$ cat config.mk
export PLATFORM = sky130hd
export DESIGN_NAME = tmc_config_shutdown
export DESIGN_NICKNAME = d
export VERILOG_FILES = /design/src/hw/tmc_pkg.sv /design/src/hw/tmc_fault_queue.sv /design/src/hw/tmc_mean4.sv /design/src/hw/tmc_config_shutdown.sv
export VERILOG_INCLUDE_DIRS = /design/src /design/src/hw
export SDC_FILE = /design/constraint.sdc
export NUM_CORES = 1
export LEC_CHECK = 0
export BUFFER_PORTS_ARGS = -buffer_cell sky130_fd_sc_hd__buf_2
export CAP_MARGIN = 20
export CORE_MARGIN = 1
export CORE_UTILIZATION = 66
export CTS_CLUSTER_DIAMETER = 40
export DETAILED_ROUTE_END_ITERATION = 8
export GPL_TIMING_DRIVEN = 1
export PLACE_DENSITY = 0.95
export SLEW_MARGIN = 5
export SYNTH_ARGS = -nofsm -noshare
export SYNTH_HDL_FRONTEND = slang
export SYNTH_HIERARCHICAL = 1
export SYNTH_SLANG_ARGS = --single-unit
$ cat constraint.sdc
create_clock -name CLK -period 11.8 [get_ports CLK]
set_input_delay 0 -clock CLK [delete_from_list [all_inputs] [get_ports CLK]]
set_output_delay 0 -clock CLK [all_outputs]
set_load 0.02 [all_outputs]
$ cat src/hw/tmc_defs.svh
/*
  Register offsets, reset values, field positions and timing counts for the
  temperature monitor configuration and shutdown block.
  Assumes a 50 MHz system clock; included by bare name.
*/
`ifndef TMC_DEFS_SVH
`define TMC_DEFS_SVH

// ============================================================
// register offsets
`define TMC_A_REC       8'h17
`define TMC_A_CRIT_E1   8'h19
`define TMC_A_CRIT_E2   8'h1A
`define TMC_A_CRIT_E3   8'h1B
`define TMC_A_CRIT_IN   8'h1D
`define TMC_A_CRIT_ST   8'h1F
`define TMC_A_MAIN      8'h20
`define TMC_A_CONV      8'h21

// ============================================================
// reset values
`define TMC_RST_REC     3'h4
`define TMC_RST_CRIT    8'h64
`define TMC_RST_MAIN    8'h00
`define TMC_RST_CONV    8'h0E

// ============================================================
// field positions
`define TMC_B_CORR1     0
`define TMC_B_CORR2     1

// ============================================================
// timing
`define TMC_CLK_HZ      50000
`define TMC_CONV_MS_1   1000
`define TMC_CONV_MS_2   500
`define TMC_CONV_MS_4   250
`define TMC_MS_CYC(ms)  ((ms) * `TMC_CLK_HZ)

`endif

$ cat src/hw/tmc_pkg.sv
/*
  Types of the temperature monitor configuration and shutdown block.
  Assumes nothing of its surroundings.
*/
package tmc_pkg;

  // ============================================================
  // register layouts
  typedef struct packed {
    logic       mask;
    logic [2:0] rsv;
    logic       ext3_high_to_shutdown;
    logic       ext2_high_to_shutdown;
    logic       ext1_high_to_shutdown;
    logic       antiparallel_diode_en;
  } tmc_main_cfg_t;

  typedef struct packed {
    logic       rsv;
    logic       dyn_off;
    logic       to_off;
    logic       avg_off;
    logic [1:0] queue;
    logic [1:0] rate;
  } tmc_conv_cfg_t;

  // ============================================================
  // register access carriers
  typedef struct packed {
    logic       wr;
    logic       rd;
    logic [7:0] addr;
    logic [7:0] wdata;
  } tmc_reg_req_t;

  typedef struct packed {
    logic       valid;
    logic [7:0] data;
  } tmc_reg_rsp_t;

  typedef logic signed [7:0] tmc_temp_t;

  typedef enum logic [1:0] {APD_OFF, APD_SKIP, APD_SETTLE, APD_LIVE} tmc_apd_st_t;
  typedef enum logic [1:0] {SHDN_INT, SHDN_EXT1, SHDN_EXT2, SHDN_NONE} tmc_shdn_chan_t;

  // ============================================================
  // module state
  typedef struct packed {
    logic [2:0]      fill;
    logic [1:0]      wp;
    logic [3:0][7:0] buf_w;
    logic [7:0]      out;
  } tmc_avg_st_t;

  typedef struct packed {
    logic [2:0] cnt;
    logic [2:0] depth;
    logic       trip;
  } tmc_fq_st_t;

  typedef struct packed {
    logic [2:0]      resistance_error_correction;
    logic [2:0]      rec_out;
    logic [3:0][7:0] crit;
    logic [3:0]      linked;
    tmc_main_cfg_t   main;
    tmc_conv_cfg_t   conv;
    logic [3:0]      tst;
    tmc_apd_st_t     antiparallel_diode_en;
    logic            shdn;
    logic            alert_n;
    tmc_reg_rsp_t    rsp;
    logic            rvld;
    logic [25:0]     cnt;
    logic            tick;
  } tmc_top_st_t;

endpackage : tmc_pkg

$ cat src/hw/tmc_fault_queue.sv
/*
  One fault queue: counts consecutive samples that meet its condition.
  Assumes sample is a one-cycle pulse per completed update.
*/
module tmc_fault_queue
  import tmc_pkg::*;
(
  // clock and reset
  input  wire logic       clk,
  input  wire logic       rst_n,
  input  wire logic       ce,
  // sample
  input  wire logic       sample,
  input  wire logic       cond,
  input  wire logic [1:0] depth_sel,
  // result
  output logic            trip
);

  tmc_fq_st_t st_q;
  tmc_fq_st_t nx;
  logic [2:0] depth;

  always_comb begin
    nx = st_q;
    nx.trip = 1'b0;
    // new depth only taken while the queue is empty
    depth = (st_q.cnt == 3'h0) ? ({1'b0, depth_sel} + 3'h1) : st_q.depth;
    nx.depth = depth;
    if (sample) begin
      if (!cond) begin
        nx.cnt = 3'h0;
      end else if (st_q.cnt + 3'h1 >= depth) begin
        nx.cnt = 3'h0;
        nx.trip = 1'b1;
      end else begin
        nx.cnt = st_q.cnt + 3'h1;
      end
    end
  end

  always_ff @(posedge clk or negedge rst_n) begin
    if (!rst_n) begin
      st_q <= '{depth: 3'h4, default: '0};
    end else if (ce) begin
      st_q <= nx;
    end
  end

  assign trip = st_q.trip;

endmodule : tmc_fault_queue

$ cat src/hw/tmc_mean4.sv
/*
  Reported temperature: mean of the last four samples or the latest one.
  Assumes sample is a one-cycle pulse with valid data.
*/
module tmc_mean4
  import tmc_pkg::*;
(
  // clock and reset
  input  wire logic      clk,
  input  wire logic      rst_n,
  input  wire logic      ce,
  // sample in
  input  wire logic      sample,
  input  tmc_temp_t      din,
  input  wire logic      avg_off,
  // report
  output tmc_temp_t      dout
);

  tmc_avg_st_t      st_q;
  tmc_avg_st_t      nx;
  logic signed [9:0] sum;

  always_comb begin
    nx = st_q;
    sum = 10'sh000;
    if (sample) begin
      nx.buf_w[st_q.wp] = din;
      nx.wp = st_q.wp + 2'h1;
      nx.fill = (st_q.fill == 3'h4) ? 3'h4 : st_q.fill + 3'h1;
      for (int i = 0; i < 4; i++) begin
        sum = sum + 10'($signed(nx.buf_w[i]));
      end
      // until four samples exist the latest one is reported
      nx.out = (avg_off || nx.fill != 3'h4) ? din : sum[9:2];
    end
  end

  always_ff @(posedge clk or negedge rst_n) begin
    if (!rst_n) begin
      st_q <= '0;
    end else if (ce) begin
      st_q <= nx;
    end
  end

  assign dout = st_q.out;

endmodule : tmc_mean4

$ cat src/hw/tmc_config_shutdown.sv
/*
  Configuration registers and critical shutdown logic of a four-channel
  temperature monitor. Channel index 0 is internal, 1..3 external.
  Assumes the serial engine delivers one-cycle register strobes and that
  measured samples, limits and other status arrive synchronous to CLK.
*/
`include "tmc_defs.svh"
module tmc_config_shutdown
  import tmc_pkg::*;
#(
  parameter int CONV_CYC_1 = `TMC_MS_CYC(`TMC_CONV_MS_1),
  parameter int CONV_CYC_2 = `TMC_MS_CYC(`TMC_CONV_MS_2),
  parameter int CONV_CYC_4 = `TMC_MS_CYC(`TMC_CONV_MS_4)
) (
  // clock, reset, enable
  input  wire logic                 CLK,
  input  wire logic                 RST_N,
  input  wire logic                 CE,
  // register access
  input  tmc_reg_req_t              REG_REQ,
  output tmc_reg_rsp_t              REG_RSP,
  input  wire logic                 SW_LOCK,
  // shutdown channel straps
  input  tmc_shdn_chan_t            HW_SHDN_CHAN,
  input  wire logic                 SHUTDOWN_CHANNEL_SELECT_PIN,
  // measurement
  input  tmc_temp_t [3:0]           TEMP_RAW,
  input  wire logic                 TEMP_VALID,
  input  tmc_temp_t [3:0]           HIGH_LIMIT,
  input  tmc_temp_t [3:0]           LOW_LIMIT,
  input  wire logic [3:0]           DIODE_FAULT,
  // alert sources
  input  wire logic [3:0]           CHAN_INT_EN,
  input  wire logic [7:0]           OTHER_STATUS,
  // results
  output tmc_temp_t [3:0]           TEMP_REPORT,
  output logic [11:0]               QUEUE_TRIP,
  output logic                      SYSTEM_SHUTDOWN_OUT,
  output logic                      ALERT_N,
  output logic                      TCRIT_SUMMARY,
  output logic [3:0]                CRIT_LINKED,
  output logic [2:0]                RESIST_CORRECT_EN,
  output tmc_main_cfg_t             MAIN_CFG,
  output tmc_conv_cfg_t             CONV_CFG,
  output logic                      CONV_TICK,
  output logic                      EXT3_CMP_EN
);

  // ============================================================
  // decoding
  function automatic logic [2:0] crit_sel(input logic [7:0] a);
    case (a)
      `TMC_A_CRIT_IN: crit_sel = 3'h4;
      `TMC_A_CRIT_E1: crit_sel = 3'h5;
      `TMC_A_CRIT_E2: crit_sel = 3'h6;
      `TMC_A_CRIT_E3: crit_sel = 3'h7;
      default:        crit_sel = 3'h0;
    endcase
  endfunction : crit_sel

  function automatic logic [25:0] conv_period(input logic [1:0] r);
    case (r)
      2'h0:    conv_period = 26'(CONV_CYC_1 - 1);
      2'h1:    conv_period = 26'(CONV_CYC_2 - 1);
      default: conv_period = 26'(CONV_CYC_4 - 1);
    endcase
  endfunction : conv_period

  localparam tmc_top_st_t ST_RST = '{
    resistance_error_correction:     `TMC_RST_REC,
    crit:    {4{`TMC_RST_CRIT}},
    main:    `TMC_RST_MAIN,
    conv:    `TMC_RST_CONV,
    antiparallel_diode_en:     APD_OFF,
    alert_n: 1'b1,
    default: '0
  };

  tmc_top_st_t     st_q;
  tmc_top_st_t     nx;
  tmc_temp_t [3:0] rpt;
  logic [3:0]      chan_en;
  logic [3:0]      over;
  logic [3:0]      hi_hit;
  logic [3:0]      tset;
  logic [3:0]      tclr;
  logic [11:0]     qcond;
  logic [2:0]      csel;
  logic            wr_ok;
  logic            lock1;
  logic            lock2;

  // ============================================================
  // per-channel averaging (external channels only) and fault queues
  genvar g;
  generate
    for (g = 0; g < 4; g++) begin : g_chan
      tmc_mean4 u_mean (
        .clk     (CLK),
        .rst_n   (RST_N),
        .ce      (CE),
        .sample  (TEMP_VALID),
        .din     (TEMP_RAW[g]),
        .avg_off (st_q.conv.avg_off || (g == 0)),
        .dout    (rpt[g])
      );
      assign over[g]   = chan_en[g] && ($signed(rpt[g]) > $signed(st_q.crit[g]));
      assign hi_hit[g] = chan_en[g] && ($signed(rpt[g]) >= $signed(HIGH_LIMIT[g]));
      assign qcond[g]     = hi_hit[g];
      assign qcond[g + 4] = chan_en[g] && ($signed(rpt[g]) < $signed(LOW_LIMIT[g]));
      assign qcond[g + 8] = chan_en[g] && DIODE_FAULT[g];
    end
    for (g = 0; g < 12; g++) begin : g_queue
      tmc_fault_queue u_fq (
        .clk       (CLK),
        .rst_n     (RST_N),
        .ce        (CE),
        .sample    (st_q.rvld),
        .cond      (qcond[g]),
        .depth_sel (st_q.conv.queue),
        .trip      (QUEUE_TRIP[g])
      );
    end
  endgenerate

  // channel 3 compares stay off until a full update after enabling
  assign chan_en = {(!st_q.main.antiparallel_diode_en || st_q.antiparallel_diode_en == APD_LIVE), 3'h7};

  // ============================================================
  // next state
  always_comb begin
    nx = st_q;
    csel = crit_sel(REG_REQ.addr);
    wr_ok = REG_REQ.wr && !SW_LOCK;
    lock1 = (HW_SHDN_CHAN == SHDN_EXT1);
    lock2 = (HW_SHDN_CHAN == SHDN_EXT2);

    // lockable configuration writes
    if (wr_ok && REG_REQ.addr == `TMC_A_REC) begin
      nx.resistance_error_correction = REG_REQ.wdata[2:0];
      // bits owned by the shutdown pin keep their value
      if (lock1) begin
        nx.resistance_error_correction[`TMC_B_CORR1] = st_q.resistance_error_correction[`TMC_B_CORR1];
      end
      if (lock2) begin
        nx.resistance_error_correction[`TMC_B_CORR2] = st_q.resistance_error_correction[`TMC_B_CORR2];
      end
    end
    if (wr_ok && REG_REQ.addr == `TMC_A_MAIN) begin
      nx.main = REG_REQ.wdata;
      nx.main.rsv = 3'h0;
    end
    if (wr_ok && REG_REQ.addr == `TMC_A_CONV) begin
      nx.conv = REG_REQ.wdata;
      nx.conv.rsv = 1'b0;
    end

    // write-once critical limits, not software lockable
    if (REG_REQ.wr && csel[2] && !st_q.linked[csel[1:0]]) begin
      nx.crit[csel[1:0]] = REG_REQ.wdata;
      nx.linked[csel[1:0]] = 1'b1;
    end

    nx.rec_out = st_q.resistance_error_correction;
    if (lock1) begin
      nx.rec_out[`TMC_B_CORR1] = SHUTDOWN_CHANNEL_SELECT_PIN;
    end
    if (lock2) begin
      nx.rec_out[`TMC_B_CORR2] = SHUTDOWN_CHANNEL_SELECT_PIN;
    end

    // sticky critical status, set wins over the read clear
    tset = st_q.linked & over;
    tclr = (REG_REQ.rd && REG_REQ.addr == `TMC_A_CRIT_ST) ? 4'hF : 4'h0;
    nx.tst = (st_q.tst & ~tclr) | tset;

    // shutdown is a level: released as soon as no cause remains
    nx.shdn = (|tset)
           || (|({st_q.main.ext3_high_to_shutdown, st_q.main.ext2_high_to_shutdown, st_q.main.ext1_high_to_shutdown} & hi_hit[3:1]));

    nx.alert_n = !(!st_q.main.mask
                  && ((|(st_q.tst & CHAN_INT_EN)) || (|OTHER_STATUS)));

    // register read, answered one cycle later
    nx.rsp.valid = REG_REQ.rd;
    nx.rsp.data = 8'h00;
    if (REG_REQ.rd) begin
      case (REG_REQ.addr)
        `TMC_A_REC:     nx.rsp.data = {5'h00, st_q.rec_out};
        `TMC_A_CRIT_ST: nx.rsp.data = {4'h0, st_q.tst};
        `TMC_A_MAIN:    nx.rsp.data = st_q.main;
        `TMC_A_CONV:    nx.rsp.data = st_q.conv;
        default: begin
          if (csel[2]) begin
            nx.rsp.data = st_q.crit[csel[1:0]];
          end
        end
      endcase
    end

    // anti-parallel settle: the update in flight is partial, wait for the next
    case (st_q.antiparallel_diode_en)
      APD_OFF:    nx.antiparallel_diode_en = st_q.main.antiparallel_diode_en ? APD_SKIP : APD_OFF;
      APD_SKIP:   nx.antiparallel_diode_en = TEMP_VALID ? APD_SETTLE : APD_SKIP;
      APD_SETTLE: nx.antiparallel_diode_en = TEMP_VALID ? APD_LIVE : APD_SETTLE;
      APD_LIVE:   nx.antiparallel_diode_en = APD_LIVE;
      default:    nx.antiparallel_diode_en = APD_OFF;
    endcase
    if (!st_q.main.antiparallel_diode_en) begin
      nx.antiparallel_diode_en = APD_OFF;
    end

    nx.rvld = TEMP_VALID;

    // conversion pacing; continuous mode restarts on each finished update
    nx.tick = 1'b0;
    if (st_q.conv.rate == 2'h3) begin
      nx.cnt = 26'h0000000;
      nx.tick = TEMP_VALID;
    end else if (st_q.cnt >= conv_period(st_q.conv.rate)) begin
      nx.cnt = 26'h0000000;
      nx.tick = 1'b1;
    end else begin
      nx.cnt = st_q.cnt + 26'h0000001;
    end
  end

  always_ff @(posedge CLK or negedge RST_N) begin
    if (!RST_N) begin
      st_q <= ST_RST;
    end else if (CE) begin
      st_q <= nx;
    end
  end

  // ============================================================
  // outputs
  assign REG_RSP             = st_q.rsp;
  assign TEMP_REPORT         = rpt;
  assign SYSTEM_SHUTDOWN_OUT = st_q.shdn;
  assign ALERT_N             = st_q.alert_n;
  assign TCRIT_SUMMARY       = |st_q.tst;
  assign CRIT_LINKED         = st_q.linked;
  assign RESIST_CORRECT_EN   = st_q.rec_out;
  assign MAIN_CFG            = st_q.main;
  assign CONV_CFG            = st_q.conv;
  assign CONV_TICK           = st_q.tick;
  assign EXT3_CMP_EN         = chan_en[3];
endmodule : tmc_config_shutdown

==> results of run 1 <==
-- per-layer routing --
layer  vias up  track usage, %  share of wire [%]
met4         2            20.3                5.5
li1       9490               -                  -
met3       329            7.97                9.3
met1     10400            42.2                 37
met2      1164            59.8                 48
met5         -               0              0.022
-- cells by family (layout without fill, tap and decap cells) --
| group | Yosys count | after routing | share of synthesized area [%] |
|---|---|---|---|
| buf+inv | 460 | 701 | 8.16 |
| flops | 363 | 363 | 35.8 |
| mux | 246 | 246 | 10.4 |
| simple gates | 758 | 758 | 14.0 |
| compound gates | 504 | 504 | 13.4 |
| fa+ha+maj | 298 | 298 | 16.6 |
| other cells | 2 | 10 | 0.0295 |
| xor+xnor | 44 | 44 | 1.51 |
-- flip-flops by register name (all words and copies together) (netlist names) --
name and flops:
SYSTEM_SHUTDOWN_OUT 1, CRIT_LINKED 4, st_q 67, RESIST_CORRECT_EN 3, nx 1, ALERT_N 1
g_queue.u_fq/st_q 72, g_queue.u_fq/trip 12, g_chan.u_mean/st_q 148, REG_RSP 9, g_chan.u_mean/dout 32, CONV_CFG 7
CONV_TICK 1, MAIN_CFG 5
-- where the power goes --
group          switching (mW)  total (mW)  internal, mW
Combinational            3.36        5.89          2.54
Clock                   0.681        1.74          1.05
Sequential              0.344        1.96          1.62
Total                    4.38        9.59          5.21
-- cell type report --
class / instances / area [sq um]
clock inverters: 43 / 518
clock buffers: 62 / 1460
fillers: 2168 / 8780
diodes: 5 / 12.5
repair buffers: 292 / 1890
flip-flops and latches: 363 / 9120
well taps: 511 / 639
multi-input cells: 1855 / 14300
inverters: 304 / 1140
-- per-stage QoR --
step	util, %	instances
after global placement	69.6	3257
after CTS	76.6	3426
after floorplan	-	2678
after detailed placement	69.6	3257
final	76.8	3435
after global routing	76.8	3435
-- cell usage in the layout (no fill, tap or decap), drive strengths merged, types with 11 or more instances in the layout --
master,instances
clkbuf,63
inv,318
dfstp,29
a21o,42
a31oi,37
nand4,23
dfrtp,334
a22oi,12
o211ai,11
nand2b,42
o2bb2ai,13
mux2,145
xor2,25
and3,14
a221oi,13
mux2i,101
nor2b,17
a21oi,87
a22o,12
dlygate4sd3,64
buf,227
clkinv,16
fa,68
o22ai,27
nand2,475
ha,230
nor2,73
o21ai,177
xnor2,19
nand3,44
o21a,12
-- path summary, 6_finish.rpt --
check / slack, ns / startpoint / depth (start not counted) / endpoint
min in group CLK: 0.04 / LOW_LIMIT[22] / 6 / g_queue[6].u_fq/trip
hold / removal: 0.03 / RST_N / 2 / g_queue[10].u_fq/trip
hold reg to reg: 0.47 / g_chan[0].u_mean/st_q[17] / 2 / g_chan[0].u_mean/st_q[17]
setup / recovery: 7.40 / g_chan[2].u_mean/st_q[40] / 13 / g_chan[2].u_mean/dout[7]
max in group asynchronous: 10.22 / RST_N / 3 / g_chan[3].u_mean/st_q[11]
setup reg to reg: 7.40 / g_chan[2].u_mean/st_q[40] / 13 / g_chan[2].u_mean/dout[7]
==> metrics, run 1 <==
Post-CTS Hold Fix Bufs=64; Routed Antenna Nets=0; initial core utilization=approximately two thirds; io pins=roughly 220; crit end category=flip-flop; total gr overflow=0; Hold WS=between 0.02 and 0.03 ns; fin. max-slew vios=0; HPWL Detailed=between 40,000 and 50,000 um; slowest cell on the critical path=fa_1; total negative slack=0 ns; synthesis-to-finish area growth=14.1%; Clk pin slew, worst setup/hold paths=0.06 ns; H-tree depth=2; Vias=21.4k; Tightest Pin Transition=1.07 ns; largest net degree at the start of global routing=around 160; Initial DRT Pass Iterations=6; Die Wd=between 150 and 200 um; finished layout cell area=around 29,000 sq um; first-pass GRT wire length=between 100,000 and 150,000 um; initial antenna violation count=7; Final min period=about 4.4 ns; post-cts sizing count=0; drc violations=0; routability cong.=roughly 0.94; Worst Path Required=~12 ns; Clock Latency Late Sink=just over 0.6 ns; ys async rst share=100%; gr usage total=35.6%; Max Cap Violations=0; total CTS buffers=56; Clock Root Buffer=clkbuf_16; Max Freq=about 230 MHz; total power=9.59 mW; CORE AREA=about 38,000 sq um; placed standard-cell area=around 26,000 sq um; Die Y=198 um; CP delay by family, top=adder cells; Place WS=between 7 and 8 ns; DR WL/cell=just over 20 um; list of most frequent post-synthesis cells=nand2_1 (472), dfrtp_1 (334), inv_1 (303); Max Clock Skew=0.0373 ns; drt total wl=about 69,000 um; maximum vdd drop=around 0.00029 V; slew margin rel.=~28%; Die ar.=slightly below 40,000 sq um; leak pwr=14.4 nW; HP Class=input port to asynchronous set/reset pin; post-synthesis cell type count=95; cells along the critical path=inv_1 -> ha_1 -> mux2_2 -> fa_1 -> inv_1 -> fa_1 -> inv_1 -> fa_1 -> a21o_1 -> a221oi_1 -> o21ai_0 -> xnor2_1 -> o221ai_1; EDFF count, synth=0; Synth warnings=6; Buffers & Inverters on Critical Path=3; vias in the first global route=roughly 22k; CP startpoint kind=flip-flop; RSZ-0062 raised after global routing=false; port bufs=between 200 and 250; arrival time at the worst endpoint=4.85 ns; layout cell share with drive strength beyond 1=around a fifth; commonest register cell after synthesis=dfrtp_1; setup violation total in the final timing report=0; clk sink count=roughly 360; Final Hold Fails=0; WS Path Type=flip-flop to flip-flop; CTS tree=done; CTS max path bufs=3; Rows=71; Yosys top cell by area=dfrtp_1; Syn Area/Cell=around 9.5 sq um; #FFs+latches synth=roughly 360; Yosys top cell area share=between 30 and 40%; number of nets in the layout=around 3.3k; top-count cell post-synth=nand2_1; PnR worst setup slack=7.40 ns; largest cells by area after synthesis=dfrtp_1 (33%), ha_1 (11%), nand2_1 (7.0%), mux2_2 (5.6%), fa_1 (5.3%); Starting DRT DRC Count=around 2.3k; fin crit share=between 30 and 40%; Avg Vias per Cell=between 6 and 7; peak fanout along the critical path=8; pwr dens=about 330 nW/um^2; Mapped Area=~25,000 sq um; Seq/Total Area, Yosys=between 30% and 40%; postcts setup bufs=0; critical path's largest stage delay=approximately 0.52 ns; status=finished clean; Post-Syn Instances=around 2.7k
(Power assumes the default switching activity.)
==> run 2, diff against run 1 <==
--- a/config.mk
+++ b/config.mk
@@ -9,11 +9,11 @@
 export BUFFER_PORTS_ARGS = -buffer_cell sky130_fd_sc_hd__buf_2
 export CAP_MARGIN = 20
 export CORE_MARGIN = 1
-export CORE_UTILIZATION = 66
+export CORE_UTILIZATION = 62
 export CTS_CLUSTER_DIAMETER = 40
 export DETAILED_ROUTE_END_ITERATION = 8
 export GPL_TIMING_DRIVEN = 1
-export PLACE_DENSITY = 0.95
+export PLACE_DENSITY = 0.94
 export SLEW_MARGIN = 5
 export SYNTH_ARGS = -nofsm -noshare
 export SYNTH_HDL_FRONTEND = slang
==> constraint.sdc (replaced) <==
create_clock -name CLK -period 4.11 [get_ports CLK]
set_input_delay 0 -clock CLK [delete_from_list [all_inputs] [get_ports CLK]]
set_output_delay 0 -clock CLK [all_outputs]
set_load 0.02 [all_outputs]
==> metrics, run 2 (synthesized netlist as in run 1, its figures left out) <==
slew margin rel.=33.6% (+5.4 points); Max Freq=252 MHz (+11%); Buffers & Inverters on Critical Path=4 (+1); Setup crit end=g_chan[1].u_mean/dout[7]; number of nets in the layout=3,316 (+0.24%); first-pass GRT wire length=108,000 um (-2.7%); cells along the critical path=inv_1 -> ha_2 -> buf_4 -> mux2_2 -> fa_1 -> inv_1 -> fa_1 -> inv_1 -> ha_1 -> and3_1 -> a221oi_4 -> o21ai_1 -> xnor2_1 -> o221ai_1; peak fanout along the critical path=5 (-3); H-tree depth=2 (unchanged); WS Path Type=flip-flop to flip-flop; CP startpoint kind=flip-flop; Initial DRT Pass Iterations=5 (-1); Tightest Pin Transition=0.987 ns (-0.0808 ns); Clock Latency Late Sink=0.61 ns (about the same); R2R depth=14 (+1); total negative slack=0 ns (unchanged); postcts setup bufs=0 (unchanged); CTS max path bufs=3 (unchanged); crit end category=flip-flop; routability cong.=0.955 (+2.0%); fin crit share=96.6% (+59 points); Max Clock Skew=0.0200 ns (-0.0174 ns); Starting DRT DRC Count=1,897 (-18%); Clk pin slew, worst setup/hold paths=0.05 ns (about the same); reg2reg end=g_chan[1].u_mean/dout[7]; Vias=20.9k (-2.2%); Final Hold Fails=0 (unchanged); drc violations=0 (unchanged); critical path's largest stage delay=0.50 ns (-0.02 ns); maximum vdd drop=0.000733 V (+150%); arrival time at the worst endpoint=4.41 ns (-0.44 ns); pwr dens=940 nW/um^2 (+180%); initial core utilization=63.5% (-3.8 points); setup violation total in the final timing report=0 (unchanged); CTS tree=done; worst r2r src=g_chan[1].u_mean/st_q[40]; drt total wl=67,000 um (-3.6%); CP Depth=14 (+1); CP delay by family, top=adder cells; largest net degree at the start of global routing=110 (-33%); gr usage total=32.3% (-3.3 points); HPWL Detailed=46,800 um (+2.7%); worst reg2reg setup slack=0.14 ns (-7.26 ns); max reg flops=148 (unchanged); Reg with most FFs=g_chan.u_mean/st_q; Die ar.=41,900 sq um (+6.4%); layout cell share with drive strength beyond 1=20.0% (+0.45 points); initial antenna violation count=3 (-4); total CTS buffers=53 (-5.4%); slowest cell on the critical path=fa_1; DR WL/cell=19.4 um (-4.1%); Hold WS=0.0299 ns (+0.00308 ns); Rows=73 (+2.8%); total gr overflow=0 (unchanged); Die Y=205 um (+3.1%); most frequent cells in the layout=nand2_1 (472), dfrtp_1 (334), inv_1 (303); leak pwr=14.4 nW (-0.16%); Max Cap Violations=0 (unchanged); synthesis-to-finish area growth=14.2% (about the same); most common cell after layout, fill and taps aside=nand2_1; Avg Vias per Cell=6.05 (-2.7%); CP most frequent cell=inv_1; CORE AREA=40,100 sq um (+6.0%); Routed Antenna Nets=0 (unchanged); vias in the first global route=21.6k (-2.7%); Top Registers=g_chan.u_mean/st_q (148), g_queue.u_fq/st_q (72), st_q (67); fin. max-slew vios=0 (unchanged); Clock Root Buffer=clkbuf_16; clk sink count=363 (unchanged); status=finished clean; HP Class=input port to flip-flop; io pins=219 (unchanged); Die Wd=205 um (+3.1%); Final min period=3.97 ns (-0.434 ns); Worst Path Required=4.55 ns (-7.70 ns); crit path from=g_chan[1].u_mean/st_q[40]; total power=27.3 mW (+180%); port bufs=214 (unchanged)
[run 2: changes by cell type in the layout (fill, tap and decap cells not counted), sizes merged]
cell and change:
diode -1, clkbuf -4, dlygate4sd3 -2, inv -8, clkinvlp -1, clkinv +5
buf +14, bufinv +1
[run 2: layout make-up]
class                           count  area [sq um]
Multi-Input combinational cell   1855         14300
Fill cell                        2596         11000
Sequential cell                   363          9120
Timing Repair Buffer              303          1970
Clock buffer                       59          1370
Inverter                          304          1140
Tap cell                          525           657
Clock inverter                     40           472
Antenna cell                        4          10.0
[run 2: metal layers]
layer,wire length (um),up-vias,GRT usage (%)
met1,26100,10200,39.5
met2,32500,926,54.4
li1,-,9498,-
met4,3240,0,16.3
met5,0,-,0
met3,5080,250,6.22
[run 2: through the flow]
stage	cell area (sq um)	setup WS [ns]	utilization, %	cells
after detailed placement	26500	-0.00528	66.0	3284
after floorplan	25500	0.231	-	2678
final	29100	0.141	72.5	3453
after global routing	29100	-0.0255	72.5	3452
after CTS	28900	0.0304	72.2	3445
after global placement	26500	0.193	66.0	3284
[run 2: worst min path at each step]
stage                                end  cells after the start       startpoint  slack, ns
3_5_place_dp   g_chan[0].u_mean/st_q[21]                      1            RST_N       0.12
4_1_cts             g_queue[6].u_fq/trip                      6    LOW_LIMIT[22]      0.005
6_report            g_queue[6].u_fq/trip                      6    LOW_LIMIT[22]       0.03
3_3_place_gp   g_chan[0].u_mean/st_q[37]                      1            RST_N       0.11
2_1_floorplan                CONV_CFG[0]                      0            RST_N      -0.30
5_1_grt                        st_q[101]                      4  HW_SHDN_CHAN[1]       0.07
[run 2: power by group]
part	switching, mW	leakage (nW)	internal, mW
clock	1.79	0.891	2.88
sequential	0.965	4.55	4.65
combinational	9.55	8.98	7.49
[run 2: tightest hold or removal path, stage by stage]
cell and delay, ns:
buf_2 0.09, inv_1 0.05, ha_1 0.13, a31oi_1 0.17, nand3_1 0.08, o22ai_1 0.06
[run 2: repair_timing]
action / CTS / global route
endpoints found under the setup margin: 1 / 8
pin swaps: 0 / 3
resized for setup: 1 / 12
hold buffers: 62 / 0
endpoints found under the hold margin: 352 / 0
